## src/pkg/tbs_defs.svh

```systemverilog
// Constants for the triple buck sequencing and fault controller.
// Assumes a 125 MHz clk_i and a 32-bit Avalon-MM register bus.
// What this block does
// RULE1: Strap low, A and B high: 1-2-3 up, reverse down
// RULE2: Strap low, A low, B high: 2-1-3 up, reverse down
// RULE3: Strap low, A high, B low: 2-3-1 up, reverse down
// RULE4: Strap high, A and B high: 1-3-2 up, reverse down
// RULE5: Strap high, A low, B high: 3-1-2 up, reverse down
// RULE6: Strap high, A high, B low: 3-2-1; both low reserved
// RULE7: Run/stop input starts and stops automatic sequence
// RULE8: Floating strap: each enable drives its own rail
// RULE9: Three switching clocks spaced a third period apart
// RULE10: Input undervoltage forces every converter off
// RULE11: High side may stay on while bootstrap good
// RULE12: Bootstrap low: high side off, low side on
// RULE13: Overvoltage holds high side off until next start
// RULE14: Pulse skip when strap high or floating
// RULE15: Pulse skip: zero current turns low side off
// RULE16: Pulse skip: idle while error amplifier low
// RULE17: Peak current reached: high off, low on
// RULE18: Sourcing limit at cycle end skips next high turn-on
// RULE19: High side resumes only when sourcing limit clear
// RULE20: Sinking limit: both off until next start
// RULE21: Overload 256 cycles shuts rail, restart after 8192
// RULE22: Ramp thresholds space the rails in sequencing
// RULE23: Fixed soft-start before output-good monitor enabled
// RULE24: Comparator outputs synchronised before any decision
`ifndef TBS_DEFS_SVH
`define TBS_DEFS_SVH

`define TBS_CLK_PERIOD_NS 8
`define TBS_SS_TIME_NS 2400000
`define TBS_SS_CYCLES ((`TBS_SS_TIME_NS + `TBS_CLK_PERIOD_NS - 1) / `TBS_CLK_PERIOD_NS)
`define TBS_OC_WAIT_CYC 256
`define TBS_HICCUP_CYC 8192

`define TBS_ADDR_CTRL 4'h0
`define TBS_ADDR_THIRD 4'h4
`define TBS_ADDR_STATUS 4'h8

`define TBS_CTRL_RST 32'h0000_0001
`define TBS_THIRD_RST 12'h044
`define TBS_CTRL_RUN_BIT 0

`endif

```

## src/pkg/tbs_pkg.sv

```systemverilog
// Types shared by the triple buck controller.
// Assumes comparator outputs arrive as one bundle per rail.
package tbs_pkg;

	typedef struct packed {
		logic boot_good;
		logic peak_hit;
		logic src_lim;
		logic sink_lim;
		logic ov;
		logic zero_cur;
		logic eamp_low;
		logic overload;
	} tbs_cmp_t;

	typedef struct packed {
		logic hs_on;
		logic ls_on;
	} tbs_gate_t;

	typedef struct packed {
		logic [1:0] third;
		logic [1:0] second;
		logic [1:0] first;
	} tbs_order_t;

	typedef enum logic [3:0] {
		SEQ_IDLE = 4'b0001,
		SEQ_UP = 4'b0010,
		SEQ_ON = 4'b0100,
		SEQ_DOWN = 4'b1000
	} tbs_seq_t;

endpackage

```

## src/design/tbs_ctrl.sv

```systemverilog
// Sequencer, per-cycle gate logic and fault timers for three buck rails.
// Assumes analog comparators, strap detector and ramp comparators outside.
//
// Implementation choices: the Avalon-MM interface to the registers and the register addresses.
`timescale 1ns/1ps
`include "tbs_defs.svh"

module tbs_ctrl #(
	parameter int SS_CYCLES = `TBS_SS_CYCLES,
	parameter int HICCUP_CYCLES = `TBS_HICCUP_CYC
) (
	// Clock, reset, enable
	input wire logic clk_i,
	input wire logic sys_rst_i,
	input wire logic ce_i,
	// Straps and enables
	input wire logic strap_high_i,
	input wire logic strap_float_i,
	input wire logic rail_a_enable_i,
	input wire logic rail_b_enable_i,
	input wire logic rail_c_run_stop_i,
	input wire logic uvlo_i,
	// Sequence interval ramp
	input wire logic seq_t1_i,
	input wire logic seq_t2_i,
	output logic seq_ramp_hold_o,
	// Comparators and gate drive
	input wire tbs_pkg::tbs_cmp_t [2:0] cmp_i,
	output tbs_pkg::tbs_gate_t [2:0] gate_o,
	output logic [2:0] phase_clk_o,
	output logic [2:0] pgood_mon_en_o,
	output logic pulse_skip_operation_o,
	// Avalon-MM slave
	input wire logic [3:0] avs_address_i,
	input wire logic avs_read_i,
	input wire logic avs_write_i,
	input wire logic [31:0] avs_writedata_i,
	input wire logic [3:0] avs_byteenable_i,
	output logic [31:0] avs_readdata_o,
	output logic avs_waitrequest_o
);

	localparam logic [18:0] SS_LAST = 19'(SS_CYCLES);
	localparam logic [12:0] HIC_LAST = 13'(HICCUP_CYCLES - 1);
	localparam logic [7:0] OC_LAST = 8'(`TBS_OC_WAIT_CYC - 1);
	localparam int OC_WAIT = `TBS_OC_WAIT_CYC;

	function automatic tbs_pkg::tbs_order_t order_of(input logic hi, input logic a,
		input logic b);
		tbs_pkg::tbs_order_t o;
		o = '{third: 2'd2, second: 2'd1, first: 2'd0};
		unique case ({hi, a, b})
			3'b011: o = '{third: 2'd2, second: 2'd1, first: 2'd0}; // RULE1
			3'b001: o = '{third: 2'd2, second: 2'd0, first: 2'd1}; // RULE2
			3'b010: o = '{third: 2'd0, second: 2'd2, first: 2'd1}; // RULE3
			3'b111: o = '{third: 2'd1, second: 2'd2, first: 2'd0}; // RULE4
			3'b101: o = '{third: 2'd1, second: 2'd0, first: 2'd2}; // RULE5
			3'b110: o = '{third: 2'd0, second: 2'd1, first: 2'd2}; // RULE6
			default: o = '{third: 2'd2, second: 2'd1, first: 2'd0};
		endcase
		return o;
	endfunction

	function automatic logic [2:0] rail_bit(input logic [1:0] idx);
		return 3'((3'b001) << idx);
	endfunction

	function automatic logic [31:0] merge_be(input logic [31:0] old, input logic [31:0] wd,
		input logic [3:0] be);
		logic [31:0] r;
		r = old;
		for (int i = 0; i < 4; i++) begin
			if (be[i]) begin
				r[i*8 +: 8] = wd[i*8 +: 8];
			end
		end
		return r;
	endfunction

	// Input synchronisers
	logic [31:0] sync1;
	logic [31:0] sync2;
	wire [31:0] sync_raw = {cmp_i, strap_high_i, strap_float_i, rail_a_enable_i,
		rail_b_enable_i, rail_c_run_stop_i, uvlo_i, seq_t1_i, seq_t2_i};

	always_ff @(posedge clk_i) begin
		if (sys_rst_i) begin
			sync1 <= 32'h0000_0000;
			sync2 <= 32'h0000_0000;
		end else if (ce_i) begin
			sync1 <= sync_raw; // RULE24
			sync2 <= sync1;
		end
	end

	tbs_pkg::tbs_cmp_t [2:0] cmp_s;
	assign cmp_s = sync2[31:8];
	wire strap_hi_s = sync2[7];
	wire strap_fl_s = sync2[6];
	wire en_a_s = sync2[5];
	wire en_b_s = sync2[4];
	wire run_s = sync2[3];
	wire uvlo_s = sync2[2];
	wire t1_s = sync2[1];
	wire t2_s = sync2[0];

	// Mode decode
	wire pulse_skip_operation = strap_hi_s | strap_fl_s; // RULE14
	wire indep = strap_fl_s; // RULE8
	wire auto_seq = ~strap_fl_s & (en_a_s | en_b_s);
	wire [2:0] indep_run = {run_s, en_b_s, en_a_s};

	// Registers
	logic [31:0] ctrl;
	logic [11:0] third;
	logic ack;
	wire req = avs_read_i | avs_write_i;
	wire wr_ctrl = avs_write_i & ack & (avs_address_i == `TBS_ADDR_CTRL);
	wire wr_third = avs_write_i & ack & (avs_address_i == `TBS_ADDR_THIRD);
	wire run_allow = ctrl[`TBS_CTRL_RUN_BIT];
	wire [31:0] next_ctrl = merge_be(ctrl, avs_writedata_i, avs_byteenable_i) & 32'h0000_0001;
	wire [31:0] next_third = merge_be({20'h0_0000, third}, avs_writedata_i, avs_byteenable_i);

	// Sequencer state
	tbs_pkg::tbs_seq_t seq_st;
	logic step;
	logic [2:0] seq_on;
	tbs_pkg::tbs_order_t ord;
	logic [2:0] hiccup;
	logic [2:0] active;
	wire [2:0] rail_run = indep ? indep_run : (auto_seq ? seq_on : 3'b000);

	wire [31:0] status = {16'h0000, uvlo_s, auto_seq, pulse_skip_operation, seq_st, hiccup, pgood_mon_en_o,
		active};
	wire [31:0] rd_mux = (avs_address_i == `TBS_ADDR_CTRL) ? ctrl :
		(avs_address_i == `TBS_ADDR_THIRD) ? {20'h0_0000, third} :
		(avs_address_i == `TBS_ADDR_STATUS) ? status : 32'h0000_0000;

	assign avs_waitrequest_o = req & ~ack;
	assign pulse_skip_operation_o = pulse_skip_operation;

	always_ff @(posedge clk_i) begin
		if (sys_rst_i) begin
			ack <= 1'b0;
			ctrl <= `TBS_CTRL_RST;
			third <= `TBS_THIRD_RST;
			avs_readdata_o <= 32'h0000_0000;
		end else if (ce_i) begin
			ack <= req & ~ack;
			if (avs_read_i & ~ack) begin
				avs_readdata_o <= rd_mux;
			end
			if (wr_ctrl) begin
				ctrl <= next_ctrl;
			end
			if (wr_third) begin
				third <= (next_third[11:0] == 12'h000) ? 12'h001 : next_third[11:0];
			end
		end
	end

	// Phase counter
	logic [13:0] pcnt;
	wire [13:0] third_w = {2'b00, third};
	wire [13:0] period_last = 14'(3 * third_w - 14'd1);
	wire [2:0] start = {ce_i & (pcnt == 14'(2 * third_w)), ce_i & (pcnt == third_w),
		ce_i & (pcnt == 14'h0000)};

	always_ff @(posedge clk_i) begin
		if (sys_rst_i) begin
			pcnt <= 14'h0000;
			phase_clk_o <= 3'b000;
		end else if (ce_i) begin
			pcnt <= (pcnt >= period_last) ? 14'h0000 : 14'(pcnt + 14'd1);
			for (int k = 0; k < 3; k++) begin
				if (start[k]) begin
					phase_clk_o[k] <= 1'b1; // RULE9
				end else if (start[(k + 1) % 3]) begin
					phase_clk_o[k] <= 1'b0;
				end
			end
		end
	end

	// Automatic sequencer
	wire seq_abort = uvlo_s | ~auto_seq;
	wire [2:0] first_b = rail_bit(ord.first);
	wire [2:0] second_b = rail_bit(ord.second);
	wire [2:0] third_b = rail_bit(ord.third);

	always_ff @(posedge clk_i) begin
		if (sys_rst_i) begin
			seq_st <= tbs_pkg::SEQ_IDLE;
			step <= 1'b0;
			seq_on <= 3'b000;
			ord <= '{third: 2'd2, second: 2'd1, first: 2'd0};
			seq_ramp_hold_o <= 1'b1;
		end else if (ce_i) begin
			if (seq_abort) begin
				seq_st <= tbs_pkg::SEQ_IDLE; // RULE10
				seq_on <= 3'b000;
				step <= 1'b0;
				seq_ramp_hold_o <= 1'b1;
			end else begin
				unique case (seq_st)
					tbs_pkg::SEQ_IDLE: begin
						if (run_s) begin
							ord <= order_of(strap_hi_s, en_a_s, en_b_s);
							seq_on <= rail_bit(order_of(strap_hi_s, en_a_s, en_b_s).first); // RULE7
							seq_st <= tbs_pkg::SEQ_UP;
							step <= 1'b0;
							seq_ramp_hold_o <= 1'b0;
						end
					end
					tbs_pkg::SEQ_UP: begin
						if (!step && t1_s) begin
							seq_on <= seq_on | second_b; // RULE22
							step <= 1'b1;
						end else if (step && t2_s) begin
							seq_on <= seq_on | third_b; // RULE22
							seq_st <= tbs_pkg::SEQ_ON;
							seq_ramp_hold_o <= 1'b1;
						end
					end
					tbs_pkg::SEQ_ON: begin
						if (!run_s) begin
							seq_on <= seq_on & ~third_b; // RULE7
							seq_st <= tbs_pkg::SEQ_DOWN;
							step <= 1'b0;
							seq_ramp_hold_o <= 1'b0;
						end
					end
					tbs_pkg::SEQ_DOWN: begin
						if (!step && t1_s) begin
							seq_on <= seq_on & ~second_b;
							step <= 1'b1;
						end else if (step && t2_s) begin
							seq_on <= seq_on & ~first_b;
							seq_st <= tbs_pkg::SEQ_IDLE;
							seq_ramp_hold_o <= 1'b1;
						end
					end
				endcase
			end
		end
	end

	// Per-rail gate, soft-start and hiccup logic
	logic [2:0] blk;
	logic [7:0] oc_cnt [3];
	logic [12:0] hic_cnt [3];
	logic [18:0] ss_cnt [3];

	for (genvar k = 0; k < 3; k++) begin : g_rail
		wire boot_ok = cmp_s[k].boot_good;
		wire idle = pulse_skip_operation & cmp_s[k].eamp_low; // RULE16
		wire hs_kill = gate_o[k].hs_on & (cmp_s[k].peak_hit | cmp_s[k].ov | ~boot_ok);
		wire ls_kill = gate_o[k].ls_on & (cmp_s[k].sink_lim | (pulse_skip_operation & cmp_s[k].zero_cur));
		wire start_hs = ~cmp_s[k].src_lim & ~idle & ~cmp_s[k].ov & boot_ok; // RULE19
		wire start_ls = cmp_s[k].src_lim | (~start_hs & ~idle); // RULE18
		wire next_hs = ~active[k] ? 1'b0 : start[k] ? start_hs :
			(gate_o[k].hs_on & ~hs_kill); // RULE11 RULE13
		wire next_ls = ~active[k] ? 1'b0 : start[k] ? start_ls :
			((gate_o[k].ls_on & ~ls_kill) | (hs_kill & ~blk[k])); // RULE12 RULE15 RULE17
		wire next_blk = (~active[k] | start[k]) ? 1'b0 : (blk[k] | ls_kill); // RULE20
		wire oc_hit = cmp_s[k].overload & (oc_cnt[k] == OC_LAST);

		always_ff @(posedge clk_i) begin
			if (sys_rst_i) begin
				gate_o[k] <= '0;
				blk[k] <= 1'b0;
				active[k] <= 1'b0;
			end else if (ce_i) begin
				active[k] <= rail_run[k] & ~hiccup[k] & ~uvlo_s & run_allow; // RULE10
				gate_o[k] <= '{hs_on: next_hs, ls_on: next_ls};
				blk[k] <= next_blk;
			end
		end

		always_ff @(posedge clk_i) begin
			if (sys_rst_i || !rail_run[k]) begin
				oc_cnt[k] <= 8'h00;
				hic_cnt[k] <= 13'h0000;
				hiccup[k] <= 1'b0;
			end else if (start[k]) begin
				if (hiccup[k]) begin
					hiccup[k] <= (hic_cnt[k] != HIC_LAST); // RULE21
					hic_cnt[k] <= (hic_cnt[k] == HIC_LAST) ? 13'h0000 : 13'(hic_cnt[k] + 13'd1);
				end else begin
					hiccup[k] <= oc_hit; // RULE21
					oc_cnt[k] <= (cmp_s[k].overload & ~oc_hit) ? 8'(oc_cnt[k] + 8'd1) : 8'h00;
				end
			end
		end

		always_ff @(posedge clk_i) begin
			if (sys_rst_i) begin
				ss_cnt[k] <= 19'h0_0000;
				pgood_mon_en_o[k] <= 1'b0;
			end else if (ce_i) begin
				if (!active[k]) begin
					ss_cnt[k] <= 19'h0_0000;
				end else if (ss_cnt[k] != SS_LAST) begin
					ss_cnt[k] <= 19'(ss_cnt[k] + 19'd1); // RULE23
				end
				pgood_mon_en_o[k] <= active[k] & (ss_cnt[k] == SS_LAST);
			end
		end
	end

	// Checks on rail 0 and the sequencer
	excl_gate_a: assert property (@(posedge clk_i) disable iff (sys_rst_i) // RULE20
		!(gate_o[0].hs_on && gate_o[0].ls_on)) else $error("Both switches on");
	uvlo_off_a: assert property (@(posedge clk_i) disable iff (sys_rst_i) // RULE10
		ce_i && uvlo_s ##1 ce_i |=> gate_o == '0) else $error("Gates on during undervoltage");
	ov_hold_a: assert property (@(posedge clk_i) disable iff (sys_rst_i) // RULE13
		ce_i && cmp_s[0].ov |=> !gate_o[0].hs_on) else $error("High side on in overvoltage");
	peak_off_a: assert property (@(posedge clk_i) disable iff (sys_rst_i) // RULE17
		ce_i && gate_o[0].hs_on && cmp_s[0].peak_hit && !start[0] && active[0]
		|=> !gate_o[0].hs_on && gate_o[0].ls_on) else $error("Peak did not end high side");
	sink_off_a: assert property (@(posedge clk_i) disable iff (sys_rst_i) // RULE20
		ce_i && gate_o[0].ls_on && cmp_s[0].sink_lim && !start[0]
		|=> !gate_o[0].ls_on && !gate_o[0].hs_on) else $error("Sink limit ignored");
	zero_cut_a: assert property (@(posedge clk_i) disable iff (sys_rst_i) // RULE15
		ce_i && pulse_skip_operation && gate_o[0].ls_on && cmp_s[0].zero_cur && !start[0]
		|=> !gate_o[0].ls_on) else $error("Low side on at zero current");
	src_skip_a: assert property (@(posedge clk_i) disable iff (sys_rst_i) // RULE18
		start[0] && cmp_s[0].src_lim && active[0]
		|=> !gate_o[0].hs_on && gate_o[0].ls_on) else $error("Sourcing limit not honoured");
	boot_low_a: assert property (@(posedge clk_i) disable iff (sys_rst_i) // RULE12
		ce_i && !cmp_s[0].boot_good |=> !gate_o[0].hs_on) else $error("High side with low boot");
	idle_skip_a: assert property (@(posedge clk_i) disable iff (sys_rst_i) // RULE16
		start[0] && pulse_skip_operation && cmp_s[0].eamp_low && !cmp_s[0].src_lim
		|=> gate_o[0] == '0) else $error("Switching while idle");
	hiccup_entry_a: assert property (@(posedge clk_i) disable iff (sys_rst_i) // RULE21
		$rose(hiccup[0]) |-> $past(oc_cnt[0]) == 8'(OC_WAIT - 1)) else $error("Early hiccup");
	indep_follow_a: assert property (@(posedge clk_i) disable iff (sys_rst_i) // RULE8
		ce_i && indep && !uvlo_s && run_allow && !hiccup[0] |=> active[0] == $past(en_a_s))
		else $error("Independent enable not followed");
	seq_down_a: assert property (@(posedge clk_i) disable iff (sys_rst_i) // RULE7
		ce_i && seq_st == tbs_pkg::SEQ_ON && !run_s && !seq_abort
		|=> seq_st == tbs_pkg::SEQ_DOWN && seq_on == ($past(seq_on) & ~third_b))
		else $error("Shutdown did not drop last rail");

	seq_full_c: cover property (@(posedge clk_i) disable iff (sys_rst_i)
		seq_st == tbs_pkg::SEQ_UP ##[1:1000] seq_st == tbs_pkg::SEQ_ON);
	seq_stop_c: cover property (@(posedge clk_i) disable iff (sys_rst_i)
		seq_st == tbs_pkg::SEQ_DOWN ##[1:1000] seq_st == tbs_pkg::SEQ_IDLE);
	hiccup_c: cover property (@(posedge clk_i) disable iff (sys_rst_i) $rose(hiccup[0]));
	full_duty_c: cover property (@(posedge clk_i) disable iff (sys_rst_i)
		start[0] && gate_o[0].hs_on ##1 gate_o[0].hs_on);

endmodule

```

## config.mk

```make
export PLATFORM = sky130hd
export DESIGN_NAME = tbs_ctrl
export DESIGN_NICKNAME = d
export VERILOG_FILES = /design/src/pkg/tbs_pkg.sv /design/src/design/tbs_ctrl.sv
export VERILOG_INCLUDE_DIRS = /design/src /design/src/pkg
export SDC_FILE = /design/constraint.sdc
export NUM_CORES = 1
export LEC_CHECK = 0
export BUFFER_PORTS_ARGS = -buffer_cell sky130_fd_sc_hd__buf_4
export CAP_MARGIN = 20
export CORE_ASPECT_RATIO = 0.8
export CORE_UTILIZATION = 40
export DETAILED_ROUTE_END_ITERATION = 10
export MAX_ROUTING_LAYER = met4
export PLACE_DENSITY_LB_ADDON = 0.3
export SLEW_MARGIN = 20
export SYNTH_ARGS = -nofsm -noshare
export SYNTH_HDL_FRONTEND = slang
export SYNTH_SLANG_ARGS = --single-unit
export TNS_END_PERCENT = 1
```

## constraint.sdc

```tcl
create_clock -name clk_i -period 3.6 [get_ports clk_i]
set_input_delay 0.18 -clock clk_i [delete_from_list [all_inputs] [get_ports clk_i]]
set_output_delay 0.18 -clock clk_i [all_outputs]
set_load 0.005 [all_outputs]
```

==> flow_metrics.env, run 1 <==
export IMPL_via_per_inst=5.22
export IMPL_hold_viol=0
export IMPL_path_max_fanout=14
export IMPL_core_area_um2=34700
export IMPL_synth_top_area_cell="edfxtp_1"
export IMPL_netlist_area_leader_share_pct=25.6
export IMPL_final_max_slew_violation_count=0
export IMPL_critPathLaunch="third[4]"
export IMPL_fmax_mhz=295
export IMPL_maxCapViolCount=0
export IMPL_power_density_nw_per_um2=398
export IMPL_htreeDepth=1
export IMPL_critical_path_top_delay_family="compound AO/OA/AOI/OAI gates"
export IMPL_drive_gt1_share_pct=11.1
export IMPL_port_buffers=85
export IMPL_drt_total_wl_um=34100
export IMPL_crit_path_end_kind="flip-flop"
export IMPL_postRouteAntennaNets=0
export IMPL_numCtsBuffers=28
export IMPL_core_rowCount=61
export IMPL_yosysMostFrequentCell="nor2_1"
export IMPL_ys_async_sr_fraction_pct=0
export IMPL_ys_seq_elements=264
export IMPL_antenna_found_initial=0
export IMPL_nets=1775
export IMPL_crit_required_ns=4.06
export IMPL_ir_drop_v=0.000301
export IMPL_worstMarginPinSlew_ns=0.820
export IMPL_dpl_worst_slack_ns=0.178
export IMPL_design_area_um2=16700
export IMPL_fin_util_pct=48.3
export IMPL_synth_edf_count=120
export IMPL_start_util_pct=40.6
export IMPL_synth_common_cells="nor2_1 (260), dfxtp_1 (144), edfxtp_1 (120)"
export IMPL_yosysWarningCount=0
export IMPL_clock_root_buffer="clkbuf_16"
export IMPL_fin_crit_ns=3.39
export IMPL_clock_sinks=264
export IMPL_drc=2
export IMPL_hold_start="avs_byteenable_i[0]"
export IMPL_synth_seq_area_share_pct=46.1
export IMPL_vias=11200
export IMPL_violations="design-rule violations"
export IMPL_gp_congestion=0.909
export IMPL_dieHeight_um=170
export IMPL_die_w_um=212
export IMPL_avgSynthCellArea_um2=9.28
export IMPL_max_slew_margin_pct=45.2
export IMPL_setup_tns_ns=0
export IMPL_synth_area_um2=14100
export IMPL_netlist_instances=1515
export IMPL_cts_tree="built"
export IMPL_grt_pass1_vias=10500
export IMPL_hpwl_um=23900
export IMPL_placed_cell_area_um2=15200
export IMPL_cpPeakStageDelay_ns=0.46
export IMPL_grt_usage_pct=19.7
export IMPL_syn_to_final_growth_pct=19.1
export IMPL_status="finished, violations left"
export IMPL_n_antenna_cell=0
export IMPL_critical_path_most_common_cell="ha_1"
export IMPL_ys_flop_type="dfxtp_1"
export IMPL_synth_area_top_cells="edfxtp_1 (26%), dfxtp_1 (21%), nor2_1 (6.9%)"
export IMPL_grt_ovfl_total=0
export IMPL_finalSetupViolations=0
export IMPL_io_pins=124
export IMPL_worstSetupPathType="reg -> reg"
export IMPL_worstSetupStartpointType="flip-flop"
export IMPL_grt_max_degree=61
export IMPL_dr_pass1_iters=8
export IMPL_fin_skew_ns=0.0241
export IMPL_fin_crit_sh_pct=94.3
export IMPL_rrSetupSlack_ns=0.21
export IMPL_clk_pin_slew_ns=0.06
export IMPL_crit_buf_inv=3
export IMPL_arrival_ns=3.85
export IMPL_fill_cells=3329
export IMPL_grt_pass1_wl_um=55000
export IMPL_initialDrtViolationCount=730
export IMPL_setup_ws_ns=0.206
export IMPL_hp_class="in -> reg"
export IMPL_p_leak_nw=6.44
export IMPL_crit_chain="inv_1 > ha_1 > inv_1 > ha_1 > a2111o_1 > a21oi_1 > o21bai_1 > a221oi_2 > xnor2_1 > ha_1 > nand2_1 > nor2_1 > o311ai_0 > o211ai_1 > buf_6 > nor2_1"
export IMPL_synth_cell_types=66
export IMPL_wl_per_cell_um=15.9
export IMPL_insertion_delay_ns=0.58
export IMPL_dieArea_um2=35900
export IMPL_crit_reg2reg_launch="third[4]"
export IMPL_clockBufferDepth=3
export IMPL_slowest_stage="a2111o_1"
-- tightest hold or removal path, stage by stage --
cell and delay, ns:
buf_4 0.17, o22ai_1 0.10, a21oi_1 0.12
-- path summary, 6_finish.rpt --
check	cells after the start	to
setup / recovery	16	pcnt[12]
hold / removal	3	third[0]
setup reg to reg	16	pcnt[12]
hold reg to reg	2	phase_clk_o[1]
-- cells in the final DEF (no fill, tap or decap), types with 13 or more instances in the layout --
master and n:
clkbuf_16 29, nor4_1 13, and3_1 24, nand2b_1 14, inv_1 70, nor3_1 44, dlygate4sd3_1 60, a21oi_1 50
nor2_1 260, edfxtp_1 120, nand2_1 99, ha_1 50, xnor2_1 65, o21ai_0 36, conb_1 16, xor2_1 89
nand4_1 39, mux2i_1 69, dfxtp_1 143, buf_4 114, nand3_1 85
-- timing repair --
item	4_1_cts	5_1_grt
hold endpoints to repair	47	0
buffers inserted	0	0
setup endpoints to repair	0	14
resized for setup	0	5
hold buffers	60	0
-- final cells by class --
class                      instances  area, um^2  area share [%]
multi-input combinational       1107        6990            41.7
clock buffer                      39         813            4.86
sequential                       264        6490            38.7
timing repair buffer             175        1470            8.76
clock inverter                    13         134           0.799
tap                              472         591            3.53
inverter                          71         267            1.59
-- cell families after synthesis --
family	after synthesis	share of synthesized area [%]
other cells	1	0.0267
xor+xnor	154	9.60
compound gates	168	7.75
simple gates	646	21.9
fa+ha+maj	51	4.59
mux	72	5.15
flops	264	46.1
buf+inv	159	4.82
-- power breakdown --
part / total, mW / switching, mW / internal, mW
sequential: 3.27 / 0.0761 / 3.20
clock: 2.96 / 1.24 / 1.72
combinational: 0.429 / 0.228 / 0.201
total: 6.66 / 1.54 / 5.12
-- routing by layer --
| layer | share of wire, % | global-route usage (%) | wire length, um |
|---|---|---|---|
| met1 | 48 | 27.0 | 16400 |
| met2 | 45 | 30.2 | 15200 |
| met3 | 4.9 | 2.72 | 1660 |
| met4 | 2.4 | 5.42 | 802 |
| met5 | 0 | - | 0 |
-- metrics by stage --
| stage | power, mW | hold WS, ns | cells |
|---|---|---|---|
| final | 6.66 | 0.0414 | 2141 |
| after global routing | 6.89 | 0.0583 | 2141 |
| after CTS | 6.73 | 0.00528 | 2141 |
| after detailed placement | 3.72 | 0.422 | 2029 |
| after global placement | 3.71 | 0.414 | 2029 |
| after floorplan | 3.56 | 0.305 | 1530 |
-- flip-flops by register name, summed over array words and instances, names as in the netlist, 3 cells and up --
register,count
active,3
seq_on,3
seq_st,4
phase_clk_o,3
blk,3
hiccup,3
sync1,32
ss_cnt,57
pcnt,14
oc_cnt,24
third,12
avs_readdata_o,16
hic_cnt,39
ord,6
sync2,32
gate_o,6
pgood_mon_en_o,3
(Power assumes the default switching activity.)
==> run 2, diff against run 1 <==
--- a/config.mk
+++ b/config.mk
@@ -11,7 +11,6 @@
 export CORE_ASPECT_RATIO = 0.8
 export CORE_UTILIZATION = 40
 export DETAILED_ROUTE_END_ITERATION = 10
-export MAX_ROUTING_LAYER = met4
 export PLACE_DENSITY_LB_ADDON = 0.3
 export SLEW_MARGIN = 20
 export SYNTH_ARGS = -nofsm -noshare
==> run 2 against run 1 <==
The flow still finishes with violations (design-rule violations); first-iteration DRC count down 8.1%; register-to-register slack about the same; non-clock buffer count up 5; sequential power about the same; die area unchanged; via count about the same; clock power about the same; combinational power about the same; wire length down 0.23%; critical path depth unchanged; largest cell class unchanged.
==> flow_metrics.env, run 2 (synthesis gave the netlist of run 1 again) <==
export IMPL_maxCapViolCount=0
export IMPL_core_rowCount=61
export IMPL_htreeDepth=1
export IMPL_fin_crit_ns=3.40
export IMPL_wl_met3_um=1640
export IMPL_start_util_pct=40.6
export IMPL_violations="design-rule violations"
export IMPL_fill_cells=3322
export IMPL_top_register="ss_cnt"
export IMPL_design_area_um2=16800
export IMPL_dpl_worst_slack_ns=0.154
export IMPL_core_area_um2=34700
export IMPL_worstSetupStartpointType="flip-flop"
export IMPL_postRouteAntennaNets=0
export IMPL_setup_ws_ns=0.198
export IMPL_initialDrtViolationCount=671
export IMPL_placed_cell_area_um2=15200
export IMPL_clk_pin_slew_ns=0.07
export IMPL_grt_usage_pct=18.9
export IMPL_clockBufferDepth=3
export IMPL_drc=2
export IMPL_fmax_mhz=294
export IMPL_grt_max_degree=54
export IMPL_wl_per_cell_um=15.8
export IMPL_numCtsBuffers=28
export IMPL_hold_viol=0
export IMPL_via_per_inst=5.21
export IMPL_grt_ovfl_total=0
export IMPL_final_cell_count_no_fill=2146
export IMPL_vias=11200
export IMPL_dp_cells=2028
export IMPL_hp_class="in -> reg"
export IMPL_final_common_cell="nor2_1"
export IMPL_crit_path_end_kind="flip-flop"
export IMPL_p_leak_nw=6.49
export IMPL_n_antenna_cell=0
export IMPL_gp_congestion=0.891
export IMPL_port_buffers=85
export IMPL_final_cell_mix="nor2_1 (259), dfxtp_1 (140), edfxtp_1 (120)"
export IMPL_syn_to_final_growth_pct=19.9
export IMPL_insertion_delay_ns=0.59
export IMPL_antenna_found_initial=0
export IMPL_wl_met1_um=16400
export IMPL_dieArea_um2=35900
export IMPL_reg_largest_list="ss_cnt (57), hic_cnt (39)"
export IMPL_worstMarginPinSlew_ns=1.15
export IMPL_fin_skew_ns=0.0406
export IMPL_grt_pass1_vias=10500
export IMPL_clock_root_buffer="clkbuf_16"
export IMPL_fin_crit_sh_pct=94.5
export IMPL_drt_total_wl_um=34000
export IMPL_max_slew_margin_pct=23.1
export IMPL_top_layer="met4"
export IMPL_grt_pass1_wl_um=54600
export IMPL_die_w_um=212
export IMPL_arrival_ns=3.85
export IMPL_finalSetupViolations=0
export IMPL_final_max_slew_violation_count=0
export IMPL_largest_reg_flops=57
export IMPL_ir_drop_v=0.000318
export IMPL_wl_met2_um=15200
export IMPL_dieHeight_um=170
export IMPL_path_max_fanout=7
export IMPL_io_pins=124
export IMPL_worstSetupPathType="reg -> reg"
export IMPL_design_power_total_mw=6.69
export IMPL_crit_required_ns=4.05
export IMPL_clock_sinks=264
export IMPL_power_density_nw_per_um2=397
export IMPL_nets=1780
export IMPL_drive_gt1_share_pct=11.8
export IMPL_cts_tree="built"
export IMPL_dr_pass1_iters=11
export IMPL_status="finished, violations left"
export IMPL_hpwl_um=23900
[run 2: final timing paths]
kind,startpoint,endpoint,slack (ns),cells past startpoint
setup reg to reg,third[6],pcnt[9],0.20,16
setup / recovery,third[6],pcnt[9],0.20,16
hold / removal,avs_byteenable_i[1],third[10],0.02,4
hold reg to reg,phase_clk_o[1],phase_clk_o[1],0.46,2
[run 2: cell type report]
cell class / count / area [um^2] / share of cell area (%)
Sequential cell: 264 / 6490 / 38.5
Timing Repair Buffer: 180 / 1520 / 9.01
Inverter: 71 / 267 / 1.58
Clock inverter: 13 / 121 / 0.720
Tap cell: 472 / 591 / 3.51
Multi-Input combinational cell: 1107 / 7010 / 41.6
Clock buffer: 39 / 847 / 5.03
[run 2: power by group]
group / total (mW) / internal, mW / switching (mW)
clock: 2.99 / 1.73 / 1.26
sequential: 3.27 / 3.19 / 0.0774
combinational: 0.428 / 0.202 / 0.227
total: 6.69 / 5.13 / 1.57
[run 2: critical path: stages (launching register included)]
cell,delay (ns)
dfxtp_4,0.38
inv_1,0.07
ha_1,0.27
inv_1,0.04
ha_1,0.23
a2111o_1,0.44
a21oi_2,0.16
o21bai_2,0.16
o21ai_1,0.11
xnor2_1,0.14
ha_1,0.29
nand2_1,0.07
nor3_1,0.18
o311ai_1,0.12
o211ai_1,0.34
buf_4,0.23
nor2_1,0.06
[run 2: what timing repair did]
action,in CTS,in global routing
endpoints found under the setup margin,0,14
buffers inserted,0,0
hold endpoints to repair,49,0
hold buffers,65,0
gates resized for setup,0,20
[run 2: per-stage QoR]
step / utilization [%] / hold slack [ns] / TNS, ns
finish: 48.6 / 0.0196 / 0
global route: 48.6 / 0.0398 / -0.0235
CTS: 48.4 / 0.00362 / 0
detailed placement: 43.8 / 0.421 / 0
global placement: 43.8 / 0.414 / 0
floorplan: - / 0.305 / 0
[run 2: metal layers]
| metal | vias to the layer above | global-route usage, % |
|---|---|---|
| li1 | 5547 | - |
| met3 | 46 | 2.87 |
| met4 | 0 | 5.07 |
| met2 | 264 | 29.9 |
| met1 | 5330 | 26.8 |
| met5 | - | 0 |
